File: src/verilog/pda_pkg.sv
// constants, field layout and encodings of the process/deviation alarm
package pda_pkg;

    // ----------------
    // timing
    // ----------------
    localparam int CLK_PERIOD_NS  = 100;
    localparam int TICK_PERIOD_S  = 1;
    localparam int TICK_PERIOD_NS = TICK_PERIOD_S * 1000000000;
    localparam int TICK_CYCLES    = TICK_PERIOD_NS / CLK_PERIOD_NS;

    // ----------------
    // register byte offsets
    // ----------------
    localparam logic [7:0] OFF_CTRL    = 8'h00;
    localparam logic [7:0] OFF_HIGH_SP = 8'h04;
    localparam logic [7:0] OFF_LOW_SP  = 8'h08;
    localparam logic [7:0] OFF_HYST    = 8'h0c;
    localparam logic [7:0] OFF_DELAY   = 8'h10;
    localparam logic [7:0] OFF_CMD     = 8'h14;
    localparam logic [7:0] OFF_STATUS  = 8'h18;

    // ----------------
    // control register fields
    // ----------------
    localparam int CTRL_W      = 10;
    localparam int F_TYPE_LO   = 0;
    localparam int F_SIDES_LO  = 2;
    localparam int F_LATCH     = 4;
    localparam int F_SIL_EN    = 5;
    localparam int F_BLOCK_LO  = 6;
    localparam int F_DISPLAY   = 8;
    localparam int F_LOGIC     = 9;
    localparam logic [CTRL_W-1:0] CTRL_RESET = 10'h000;

    // command register bits, write one to act
    localparam int C_CLEAR   = 0;
    localparam int C_SILENCE = 1;
    localparam int C_RESTART = 2;

    // status register bits
    localparam int S_HIGH    = 0;
    localparam int S_LOW     = 1;
    localparam int S_ERROR   = 2;
    localparam int S_SILENCE = 3;
    localparam int S_BLOCKED = 4;
    localparam int S_OUT     = 5;
    localparam int S_W       = 6;

    localparam logic [13:0] HYST_RESET  = 14'h0001;
    localparam logic [13:0] DELAY_RESET = 14'h0000;

    // ----------------
    // encodings
    // ----------------
    typedef enum logic [1:0] {
        PDA_TYPE_OFF  = 2'b00,
        PDA_TYPE_PROC = 2'b01,
        PDA_TYPE_DEV  = 2'b10,
        PDA_TYPE_RSV  = 2'b11
    } pda_type_t;

    typedef enum logic [1:0] {
        PDA_SIDE_BOTH = 2'b00,
        PDA_SIDE_HIGH = 2'b01,
        PDA_SIDE_LOW  = 2'b10,
        PDA_SIDE_RSV  = 2'b11
    } pda_side_t;

    typedef enum logic [1:0] {
        PDA_BLK_OFF   = 2'b00,
        PDA_BLK_START = 2'b01,
        PDA_BLK_SP    = 2'b10,
        PDA_BLK_BOTH  = 2'b11
    } pda_blk_t;

endpackage

File: src/verilog/pda_alarm.sv
// process / deviation alarm with apb register access
// Functional notes
// RULE_01: sides setting enables high, low or both; unselected side never alarms.
// RULE_02: process alarm clears only past threshold by hysteresis, range 1 to 9999.
// RULE_03: deviation hysteresis measured from the computed trip point.
// RULE_04: silence forces output inactive until alarm clears and recurs.
// RULE_05: mute input or silence command; both ignored when silencing disabled.
// RULE_06: latching alarm needs condition gone plus a clear request.
// RULE_07: non-latching alarm clears by itself once condition with hysteresis ends.
// RULE_08: startup or combined blocking suppresses alarms until value first normal.
// RULE_09: set-point or combined blocking suppresses deviation alarms after threshold change.
// RULE_10: display option raises attention flag while any alarm is active.
// RULE_11: close-on-alarm drives output high on alarm; open-on-alarm inverts.
// RULE_12: trip must hold for delay seconds, 0 to 9999, else restart.
// RULE_13: process high condition is value above high threshold.
// RULE_14: process low condition is value below low threshold.
// RULE_15: clear command resets alarm only once the cause has gone.
// RULE_16: silence command deactivates output, only if silencing enabled.
// RULE_17: deviation high above center plus high offset; low below center plus low offset.
// RULE_18: deviation low trip point is center plus signed low offset.
// RULE_19: disable input acts exactly like alarm type off.
// RULE_20: mute input silences the alarm when silencing enabled.
// RULE_21: with type off the output is held off.
// RULE_22: input error raises the alarm; output error status always none.
// RULE_23: one-second tick paces delay; restart command clears alarms and timers.
// RULE_24: all comparisons in one signed format, evaluated every clock.
//
// The implementer's own choices: the APB interface to the registers and the address map.
`timescale 1ns/1ps
`default_nettype none

module pda_alarm #(
    parameter int DW          = 18,
    parameter int HW          = 14,
    parameter int TICK_CYCLES = pda_pkg::TICK_CYCLES
) (
    input  wire logic          pclk,
    input  wire logic          presetn,
    input  wire logic          psel,
    input  wire logic          penable,
    input  wire logic          pwrite,
    input  wire logic [7:0]    paddr,
    input  wire logic [31:0]   pwdata,
    output var  logic [31:0]   prdata,
    output var  logic          pready,
    output var  logic          pslverr,
    input  wire logic [DW-1:0] monitored_value,
    input  wire logic          monitored_error,
    input  wire logic [DW-1:0] center_value,
    input  wire logic          mute_request,
    input  wire logic          acknowledge_reset,
    input  wire logic          disable_request,
    output var  logic          alarm_out,
    output var  logic          alarm_out_error,
    output var  logic          attention
);
    localparam int EW = DW + 2;

    // ----------------
    // registers
    // ----------------
    logic [pda_pkg::CTRL_W-1:0] ctrl;
    logic [DW-1:0]              high_sp;
    logic [DW-1:0]              low_sp;
    logic [HW-1:0]              hyst;
    logic [HW-1:0]              delay_s;

    // ----------------
    // apb decode
    // ----------------
    wire sel_ctrl   = (paddr == pda_pkg::OFF_CTRL);
    wire sel_high   = (paddr == pda_pkg::OFF_HIGH_SP);
    wire sel_low    = (paddr == pda_pkg::OFF_LOW_SP);
    wire sel_hyst   = (paddr == pda_pkg::OFF_HYST);
    wire sel_delay  = (paddr == pda_pkg::OFF_DELAY);
    wire sel_cmd    = (paddr == pda_pkg::OFF_CMD);
    wire sel_status = (paddr == pda_pkg::OFF_STATUS);
    wire addr_ok    = sel_ctrl | sel_high | sel_low | sel_hyst |
                      sel_delay | sel_cmd | sel_status;
    wire setup_ph   = psel && !penable;
    wire wr_en      = psel && penable && pready && pwrite && addr_ok;

    wire cmd_clear   = wr_en && sel_cmd && pwdata[pda_pkg::C_CLEAR];
    wire cmd_silence = wr_en && sel_cmd && pwdata[pda_pkg::C_SILENCE];
    wire cmd_restart = wr_en && sel_cmd && pwdata[pda_pkg::C_RESTART];

    // hysteresis of zero would let an alarm chatter, so it is held at one
    wire [HW-1:0] hyst_wr = (pwdata[HW-1:0] == '0) ? HW'(1) : pwdata[HW-1:0];

    // ----------------
    // configuration fields
    // ----------------
    pda_pkg::pda_type_t type_cfg;
    pda_pkg::pda_side_t side_cfg;
    pda_pkg::pda_blk_t  blk_cfg;
    assign type_cfg = pda_pkg::pda_type_t'(ctrl[pda_pkg::F_TYPE_LO +: 2]);
    assign side_cfg = pda_pkg::pda_side_t'(ctrl[pda_pkg::F_SIDES_LO +: 2]);
    assign blk_cfg  = pda_pkg::pda_blk_t'(ctrl[pda_pkg::F_BLOCK_LO +: 2]);
    wire latch_en   = ctrl[pda_pkg::F_LATCH];
    wire sil_en     = ctrl[pda_pkg::F_SIL_EN];
    wire display_en = ctrl[pda_pkg::F_DISPLAY];
    wire open_logic = ctrl[pda_pkg::F_LOGIC];

    wire is_proc = (type_cfg == pda_pkg::PDA_TYPE_PROC);
    wire is_dev  = (type_cfg == pda_pkg::PDA_TYPE_DEV);
    wire run     = (is_proc || is_dev) && !disable_request;           // [RULE_19] [RULE_21]
    wire side_h  = (side_cfg == pda_pkg::PDA_SIDE_BOTH) || (side_cfg == pda_pkg::PDA_SIDE_HIGH); // [RULE_01]
    wire side_l  = (side_cfg == pda_pkg::PDA_SIDE_BOTH) || (side_cfg == pda_pkg::PDA_SIDE_LOW);  // [RULE_01]
    wire blk_start = (blk_cfg == pda_pkg::PDA_BLK_START) || (blk_cfg == pda_pkg::PDA_BLK_BOTH);
    wire blk_sp    = (blk_cfg == pda_pkg::PDA_BLK_SP) || (blk_cfg == pda_pkg::PDA_BLK_BOTH);

    // ----------------
    // trip points, all in one widened signed format
    // ----------------
    wire signed [EW-1:0] mon_x  = EW'(signed'(monitored_value));      // [RULE_24]
    wire signed [EW-1:0] ctr_x  = EW'(signed'(center_value));
    wire signed [EW-1:0] hsp_x  = EW'(signed'(high_sp));
    wire signed [EW-1:0] lsp_x  = EW'(signed'(low_sp));
    wire signed [EW-1:0] hys_x  = signed'(EW'(hyst));
    wire signed [EW-1:0] trip_h = is_dev ? ctr_x + hsp_x : hsp_x;     // [RULE_13] [RULE_17]
    wire signed [EW-1:0] trip_l = is_dev ? ctr_x + lsp_x : lsp_x;     // [RULE_14] [RULE_18]

    wire cond_h = run && side_h && (mon_x > trip_h);                  // [RULE_13] [RULE_17]
    wire cond_l = run && side_l && (mon_x < trip_l);                  // [RULE_14] [RULE_17]
    // condition persists until the value is back inside by the hysteresis
    wire hold_h = run && side_h && (mon_x > trip_h - hys_x);          // [RULE_02] [RULE_03]
    wire hold_l = run && side_l && (mon_x < trip_l + hys_x);          // [RULE_02] [RULE_03]
    wire hold_e = run && monitored_error;
    wire normal = run && !cond_h && !cond_l && !monitored_error;

    // ----------------
    // delay qualification
    // ----------------
    logic          high_alarm;
    logic          low_alarm;
    logic          err_alarm;
    logic          silenced;
    logic          start_blk;
    logic          sp_blk;
    logic          tick;
    logic [HW-1:0] sec_cnt;

    wire trip      = (cond_h && !high_alarm) || (cond_l && !low_alarm);
    wire qualified = trip && (sec_cnt >= delay_s);                    // [RULE_12]
    wire blocked   = (blk_start && start_blk) || (blk_sp && is_dev && sp_blk); // [RULE_08] [RULE_09]
    wire clear_req = acknowledge_reset || cmd_clear;                  // [RULE_15]
    wire sil_req   = sil_en && (mute_request || cmd_silence);         // [RULE_05] [RULE_16] [RULE_20]

    pda_tick #(
        .CYCLES  (TICK_CYCLES)
    ) u_tick (
        .pclk    (pclk),
        .presetn (presetn),
        .restart (!trip || cmd_restart),                              // [RULE_23]
        .tick    (tick)
    );

    // counts whole seconds of an unbroken trip, restarting on any gap
    always_ff @(posedge pclk or negedge presetn)
        if (!presetn)
            sec_cnt <= '0;
        else if (!trip || cmd_restart)
            sec_cnt <= '0;                                            // [RULE_12] [RULE_23]
        else if (tick && sec_cnt != '1)
            sec_cnt <= sec_cnt + HW'(1);

    // ----------------
    // alarm state
    // ----------------
    wire set_h = qualified && cond_h && !blocked;
    wire set_l = qualified && cond_l && !blocked;
    wire clr_h = !hold_h && (!latch_en || clear_req);                 // [RULE_06] [RULE_07]
    wire clr_l = !hold_l && (!latch_en || clear_req);                 // [RULE_06] [RULE_07]
    wire clr_e = !hold_e && (!latch_en || clear_req);
    wire kill  = !run || cmd_restart;

    wire next_high_alarm = !kill && (set_h || (high_alarm && !clr_h));
    wire next_low_alarm  = !kill && (set_l || (low_alarm && !clr_l));
    wire next_err_alarm  = !kill && (hold_e || (err_alarm && !clr_e));   // [RULE_22]
    wire alarm_state     = high_alarm || low_alarm || err_alarm;
    wire active          = alarm_state && !silenced;                  // [RULE_04]

    always_ff @(posedge pclk or negedge presetn)
        if (!presetn)
        begin
            high_alarm <= 1'b0;
            low_alarm  <= 1'b0;
            err_alarm  <= 1'b0;
        end
        else
        begin
            high_alarm <= next_high_alarm;
            low_alarm  <= next_low_alarm;
            err_alarm  <= next_err_alarm;
        end

    // silence lasts until the alarm state drops, so a recurrence sounds again
    always_ff @(posedge pclk or negedge presetn)
        if (!presetn)
            silenced <= 1'b0;
        else if (!sil_en || !alarm_state || kill)
            silenced <= 1'b0;                                         // [RULE_05]
        else if (sil_req)
            silenced <= 1'b1;                                         // [RULE_04] [RULE_20]

    // blocking flags: startup armed by reset, set point armed by a changed value
    wire sp_change = wr_en && ((sel_high && pwdata[DW-1:0] != high_sp) ||
                               (sel_low && pwdata[DW-1:0] != low_sp));
    always_ff @(posedge pclk or negedge presetn)
        if (!presetn)
            start_blk <= 1'b1;
        else if (normal)
            start_blk <= 1'b0;                                        // [RULE_08]

    always_ff @(posedge pclk or negedge presetn)
        if (!presetn)
            sp_blk <= 1'b0;
        else if (sp_change)
            sp_blk <= 1'b1;                                           // [RULE_09]
        else if (normal)
            sp_blk <= 1'b0;

    // ----------------
    // outputs
    // ----------------
    wire next_alarm_out = run && (open_logic ? !active : active);     // [RULE_11] [RULE_21]

    always_ff @(posedge pclk or negedge presetn)
        if (!presetn)
        begin
            alarm_out       <= 1'b0;
            alarm_out_error <= 1'b0;
            attention       <= 1'b0;
        end
        else
        begin
            alarm_out       <= next_alarm_out;
            alarm_out_error <= 1'b0;                                  // [RULE_22]
            attention       <= display_en && alarm_state;             // [RULE_10]
        end

    // ----------------
    // register writes and read path
    // ----------------
    always_ff @(posedge pclk or negedge presetn)
        if (!presetn)
        begin
            ctrl    <= pda_pkg::CTRL_RESET;
            high_sp <= '0;
            low_sp  <= '0;
            hyst    <= HW'(pda_pkg::HYST_RESET);
            delay_s <= HW'(pda_pkg::DELAY_RESET);
        end
        else if (wr_en)
        begin
            if (sel_ctrl)
                ctrl <= pwdata[pda_pkg::CTRL_W-1:0];
            if (sel_high)
                high_sp <= pwdata[DW-1:0];
            if (sel_low)
                low_sp <= pwdata[DW-1:0];
            if (sel_hyst)
                hyst <= hyst_wr;
            if (sel_delay)
                delay_s <= pwdata[HW-1:0];
        end

    wire [pda_pkg::S_W-1:0] status_bits = {alarm_out, blocked, silenced,
                                           err_alarm, low_alarm, high_alarm};
    wire [31:0] rd_mux = sel_ctrl   ? 32'(ctrl) :
                         sel_high   ? 32'(signed'(high_sp)) :
                         sel_low    ? 32'(signed'(low_sp)) :
                         sel_hyst   ? 32'(hyst) :
                         sel_delay  ? 32'(delay_s) :
                         sel_status ? 32'(status_bits) : 32'h0000_0000;

    // read data is captured in setup so the access phase needs no wait state
    always_ff @(posedge pclk or negedge presetn)
        if (!presetn)
        begin
            pready  <= 1'b0;
            pslverr <= 1'b0;
            prdata  <= 32'h0000_0000;
        end
        else
        begin
            pready  <= setup_ph;
            pslverr <= setup_ph && !addr_ok;
            if (setup_ph && !pwrite)
                prdata <= rd_mux;
        end
endmodule

`default_nettype wire

File: src/verilog/pda_tick.sv
// restartable divider giving a one-cycle pulse per elapsed second
`timescale 1ns/1ps
`default_nettype none

module pda_tick #(
    parameter int CYCLES = pda_pkg::TICK_CYCLES
) (
    input  wire logic pclk,
    input  wire logic presetn,
    input  wire logic restart,
    output var  logic tick
);
    localparam int CW = $clog2(CYCLES + 1);
    localparam logic [CW-1:0] LAST = CW'(CYCLES - 1);

    logic [CW-1:0] cnt;
    wire           at_end = (cnt == LAST);

    // restart aligns the first tick a full second after the trip began
    always_ff @(posedge pclk or negedge presetn)
        if (!presetn)
            cnt <= '0;
        else if (restart || at_end)
            cnt <= '0;
        else
            cnt <= cnt + CW'(1);

    always_ff @(posedge pclk or negedge presetn)
        if (!presetn)
            tick <= 1'b0;
        else
            tick <= at_end && !restart;

endmodule

`default_nettype wire
File: config.mk
export PLATFORM = sky130hd
export DESIGN_NAME = pda_alarm
export DESIGN_NICKNAME = d
export VERILOG_FILES = /design/src/verilog/pda_pkg.sv /design/src/verilog/pda_alarm.sv /design/src/verilog/pda_tick.sv
export SDC_FILE = /design/constraint.sdc
export NUM_CORES = 1
export LEC_CHECK = 0
export BUFFER_PORTS_ARGS = -buffer_cell sky130_fd_sc_hd__buf_2
export CORE_MARGIN = 1.5
export CORE_UTILIZATION = 61
export DETAILED_ROUTE_END_ITERATION = 16
export PLACE_DENSITY = 0.92
export SYNTH_ARGS = -nofsm -noshare
export SYNTH_HDL_FRONTEND = slang
export SYNTH_SLANG_ARGS = --single-unit
File: constraint.sdc
create_clock -name pclk -period 5.8 [get_ports pclk]
set_clock_uncertainty 0.1 [all_clocks]
set_input_delay 0.58 -clock pclk [delete_from_list [all_inputs] [get_ports pclk]]
set_output_delay 0.58 -clock pclk [all_outputs]
set_load 0.02 [all_outputs]
==> metrics <==
status=completed; Yosys Warn Count=0; Setup crit start kind=register; final hold slack=97.1 ps; post-route clock period utilization=0.981; Compound-Gate Fraction of Synth Area=0.183; Comb power frac=0.137; mux contribution to synthesized area=0.0658; CTS Hold Bufs=0; remaining global-route overflow=0; Max IR drop VDD=0.000246 V; Final setup viols=0; maximum root-to-sink buffer count=2; Avg Cell Area, Syn=8.91 sq um; largest net degree at the start of global routing=88; share of layout cells above drive strength 1=0.187; commonest non-fill, non-tap cell in the layout=ha_1; IO Pins=122; Sw Share=0.259; XOR/XNOR share of the synthesized area=0.0871; Clock Power Share=0.475; Detailed Place HPWL=27,400 um; Flop pwr share=0.388; post-route design area=0.0142 sq mm; dpl cell area=0.0134 sq mm; r2r startpoint=high_sp[1]$_DFFE_PN0P_; Worst Path Max Fanout=6; Synth Register Bits=141; Synth area leaders=dfrtp_1, ha_1, xor2_1; wire per inst=20.6 um; chip height=146 um; Setup TNS Final=0 ps; clock sinks=141; Post-synth EDFFs=0; DP Worst Slack=-252 ps; Static Leak=6.89 nW; Vias=11,757; final hold violation count=0; final setup margin=113 ps; vias in the first global route=11,418; Vias/cell=6.54; Critical R2R Capture=high_alarm$_DFF_PN0_; Fmax=176 MHz; final WL=37,100 um; cell area power density=186 mW/mm^2; insertion delay to the later sink of the worst-skew pair=430 ps; Sw Pwr=686 uW; Worst Hold Class=in2async; syn_nets=1,644; Worst Path Required=6000 ps; first-pass GRT wire length=58,500 um; Post-Synthesis Cells=1,398; n_diodes=0; reg2reg setup slack=110 ps; Simple-Gate Fraction of Synth Area=0.163; Pint=1.97 mW; Slew Limit Headroom=0.201; fin crit period=5690 ps; final slew viol count=0; commonest cells after routing, fill and taps aside=ha_1, dfrtp_1, buf_2; largest family of logic cells by synthesized area=compound AO/OA/AOI/OAI gates; Root Buffer=clkbuf_16; clk slew on worst S/H paths=60 ps; die area=0.0213 sq mm; Nets=1,761; share of the synthesized area in the top cell type=0.279; Core Area=0.0201 sq mm; Cell Area, Synth=0.0125 sq mm; Seq/Total Area, Yosys=0.283; Cell variety after synth=88; die width=146 um; TritonCTS Buffers=17; Area Overhead vs Synth=14.3%; Starting Density=0.620; DR pass1 iterations=9; Critical Path End Type=register; R2R cell count=24; actual slew at the worst max-slew pin=1190 ps; ys async rst share=1.00; Worst Setup Path Type=reg2reg; fin util=0.708; initial antenna violation count=0; routability cong.=0.940; CTS H-tree depth=4; Synth Area in Adders=0.164; Main synth FF type=dfrtp_1; CTS tree=built; PortBufs=106; Remaining DRCs=0; cell taking the most area after synthesis=dfrtp_1; Total GRT Usage=0.346; Max-cap violations=0; # rows=52; DRT iter0 DRCs=1,408; CP arrival=5890 ps; number of antenna-violating nets in the routed design=0
[synth_stat cells, drive strengths merged, types with 13 or more instances]
library cell,count
clkbuf,36
a22oi,22
a211oi,13
nand2b,19
o21ai,85
ha,157
xnor2,58
nor3,30
nor2,104
nand4,28
dfrtp,139
a31oi,26
xor2,66
buf,26
and3,16
nor4,14
nor2b,20
o21a,16
nand2,88
a21oi,79
mux2,71
nand3,32
a21o,37
inv,93
[timing repair]
action | CTS | global route
endpoints found under the setup margin | 0 | 8
buffers inserted | 0 | 4
gates resized for setup | 0 | 29
[metrics by stage]
step	std cells	total power [mW]
2_1_floorplan	1398	1.26
4_1_cts	1794	2.64
3_3_place_gp	1762	1.38
3_5_place_dp	1762	1.39
6_report	1798	2.65
5_1_grt	1798	2.72
[kinds of logic after synthesis]
group | count (synthesis)
buffers and inverters | 155
AND/OR/NAND/NOR | 396
flip-flops | 141
multiplexers | 73
XOR/XNOR | 124
adder cells (fa/ha/maj) | 161
other | 1
AO/OA/AOI/OAI | 347
[critical path: stages, from the launching register on]
cell	delay, ps
dfrtp_2	480
ha_1	340
a211oi_2	260
o21ai_1	160
a31oi_2	250
o21ai_0	130
xor2_1	160
mux2_2	290
ha_1	360
nand2_2	110
nand2b_1	70
a21oi_2	130
o21ai_2	80
o21a_1	210
o31a_1	340
nor4_2	380
xor2_1	130
ha_1	330
nand4_1	170
nor3_2	190
o31ai_1	100
o2111ai_1	120
xor2_1	320
o21ai_2	140
a31o_1	210
[worst max path at each step]
stage                                 from              endpoint  slack, ps  depth (start not counted)
detailed placement         center_value[0]  high_alarm$_DFF_PN0_       -250                         26
global placement           center_value[0]  high_alarm$_DFF_PN0_        -90                         26
floorplan                  center_value[0]  high_alarm$_DFF_PN0_        450                         26
global route        high_sp[1]$_DFFE_PN0P_  high_alarm$_DFF_PN0_       -110                         24
CTS                 high_sp[1]$_DFFE_PN0P_  high_alarm$_DFF_PN0_         10                         23
finish              high_sp[1]$_DFFE_PN0P_  high_alarm$_DFF_PN0_        110                         24
[state kept, by name, indices dropped and copies added (netlist names)]
register and flops:
sec_cnt 14, low_sp 18, pready 1, prdata 18, hyst 14, silenced 1
err_alarm 1, start_blk 1, pslverr 1, ctrl 10, attention 1, low_alarm 1
delay_s 14, high_alarm 1, u_tick.cnt 24, sp_blk 1, high_sp 18, alarm_out 1
u_tick.tick 1
[routing by layer]
metal  vias to the layer above  global-route usage  share of wire
met3                       180              0.0671          0.089
li1                       5305                   -              -
met2                       691               0.561           0.47
met5                         -                   0              0
met4                         0               0.174          0.056
met1                      5581               0.441           0.39
[power groups by stage]
stage | clock network [mW] | registers (mW) | logic (mW)
after floorplan | 0 | 1.07 | 0.193
after global placement | 0 | 1.04 | 0.336
after detailed placement | 0 | 1.05 | 0.348
after CTS | 1.26 | 1.03 | 0.354
after global routing | 1.30 | 1.03 | 0.392
final | 1.26 | 1.03 | 0.363
[final cells by class]
class / instances / area [sq um]
timing repair buffer: 160 / 955
clock inverter: 11 / 215
multi-input combinational: 1102 / 8390
sequential: 141 / 3530
fill: 1428 / 5860
inverter: 93 / 349
clock buffer: 21 / 460
tap: 270 / 338
Note: power is estimated with default switching activity, not from simulation.
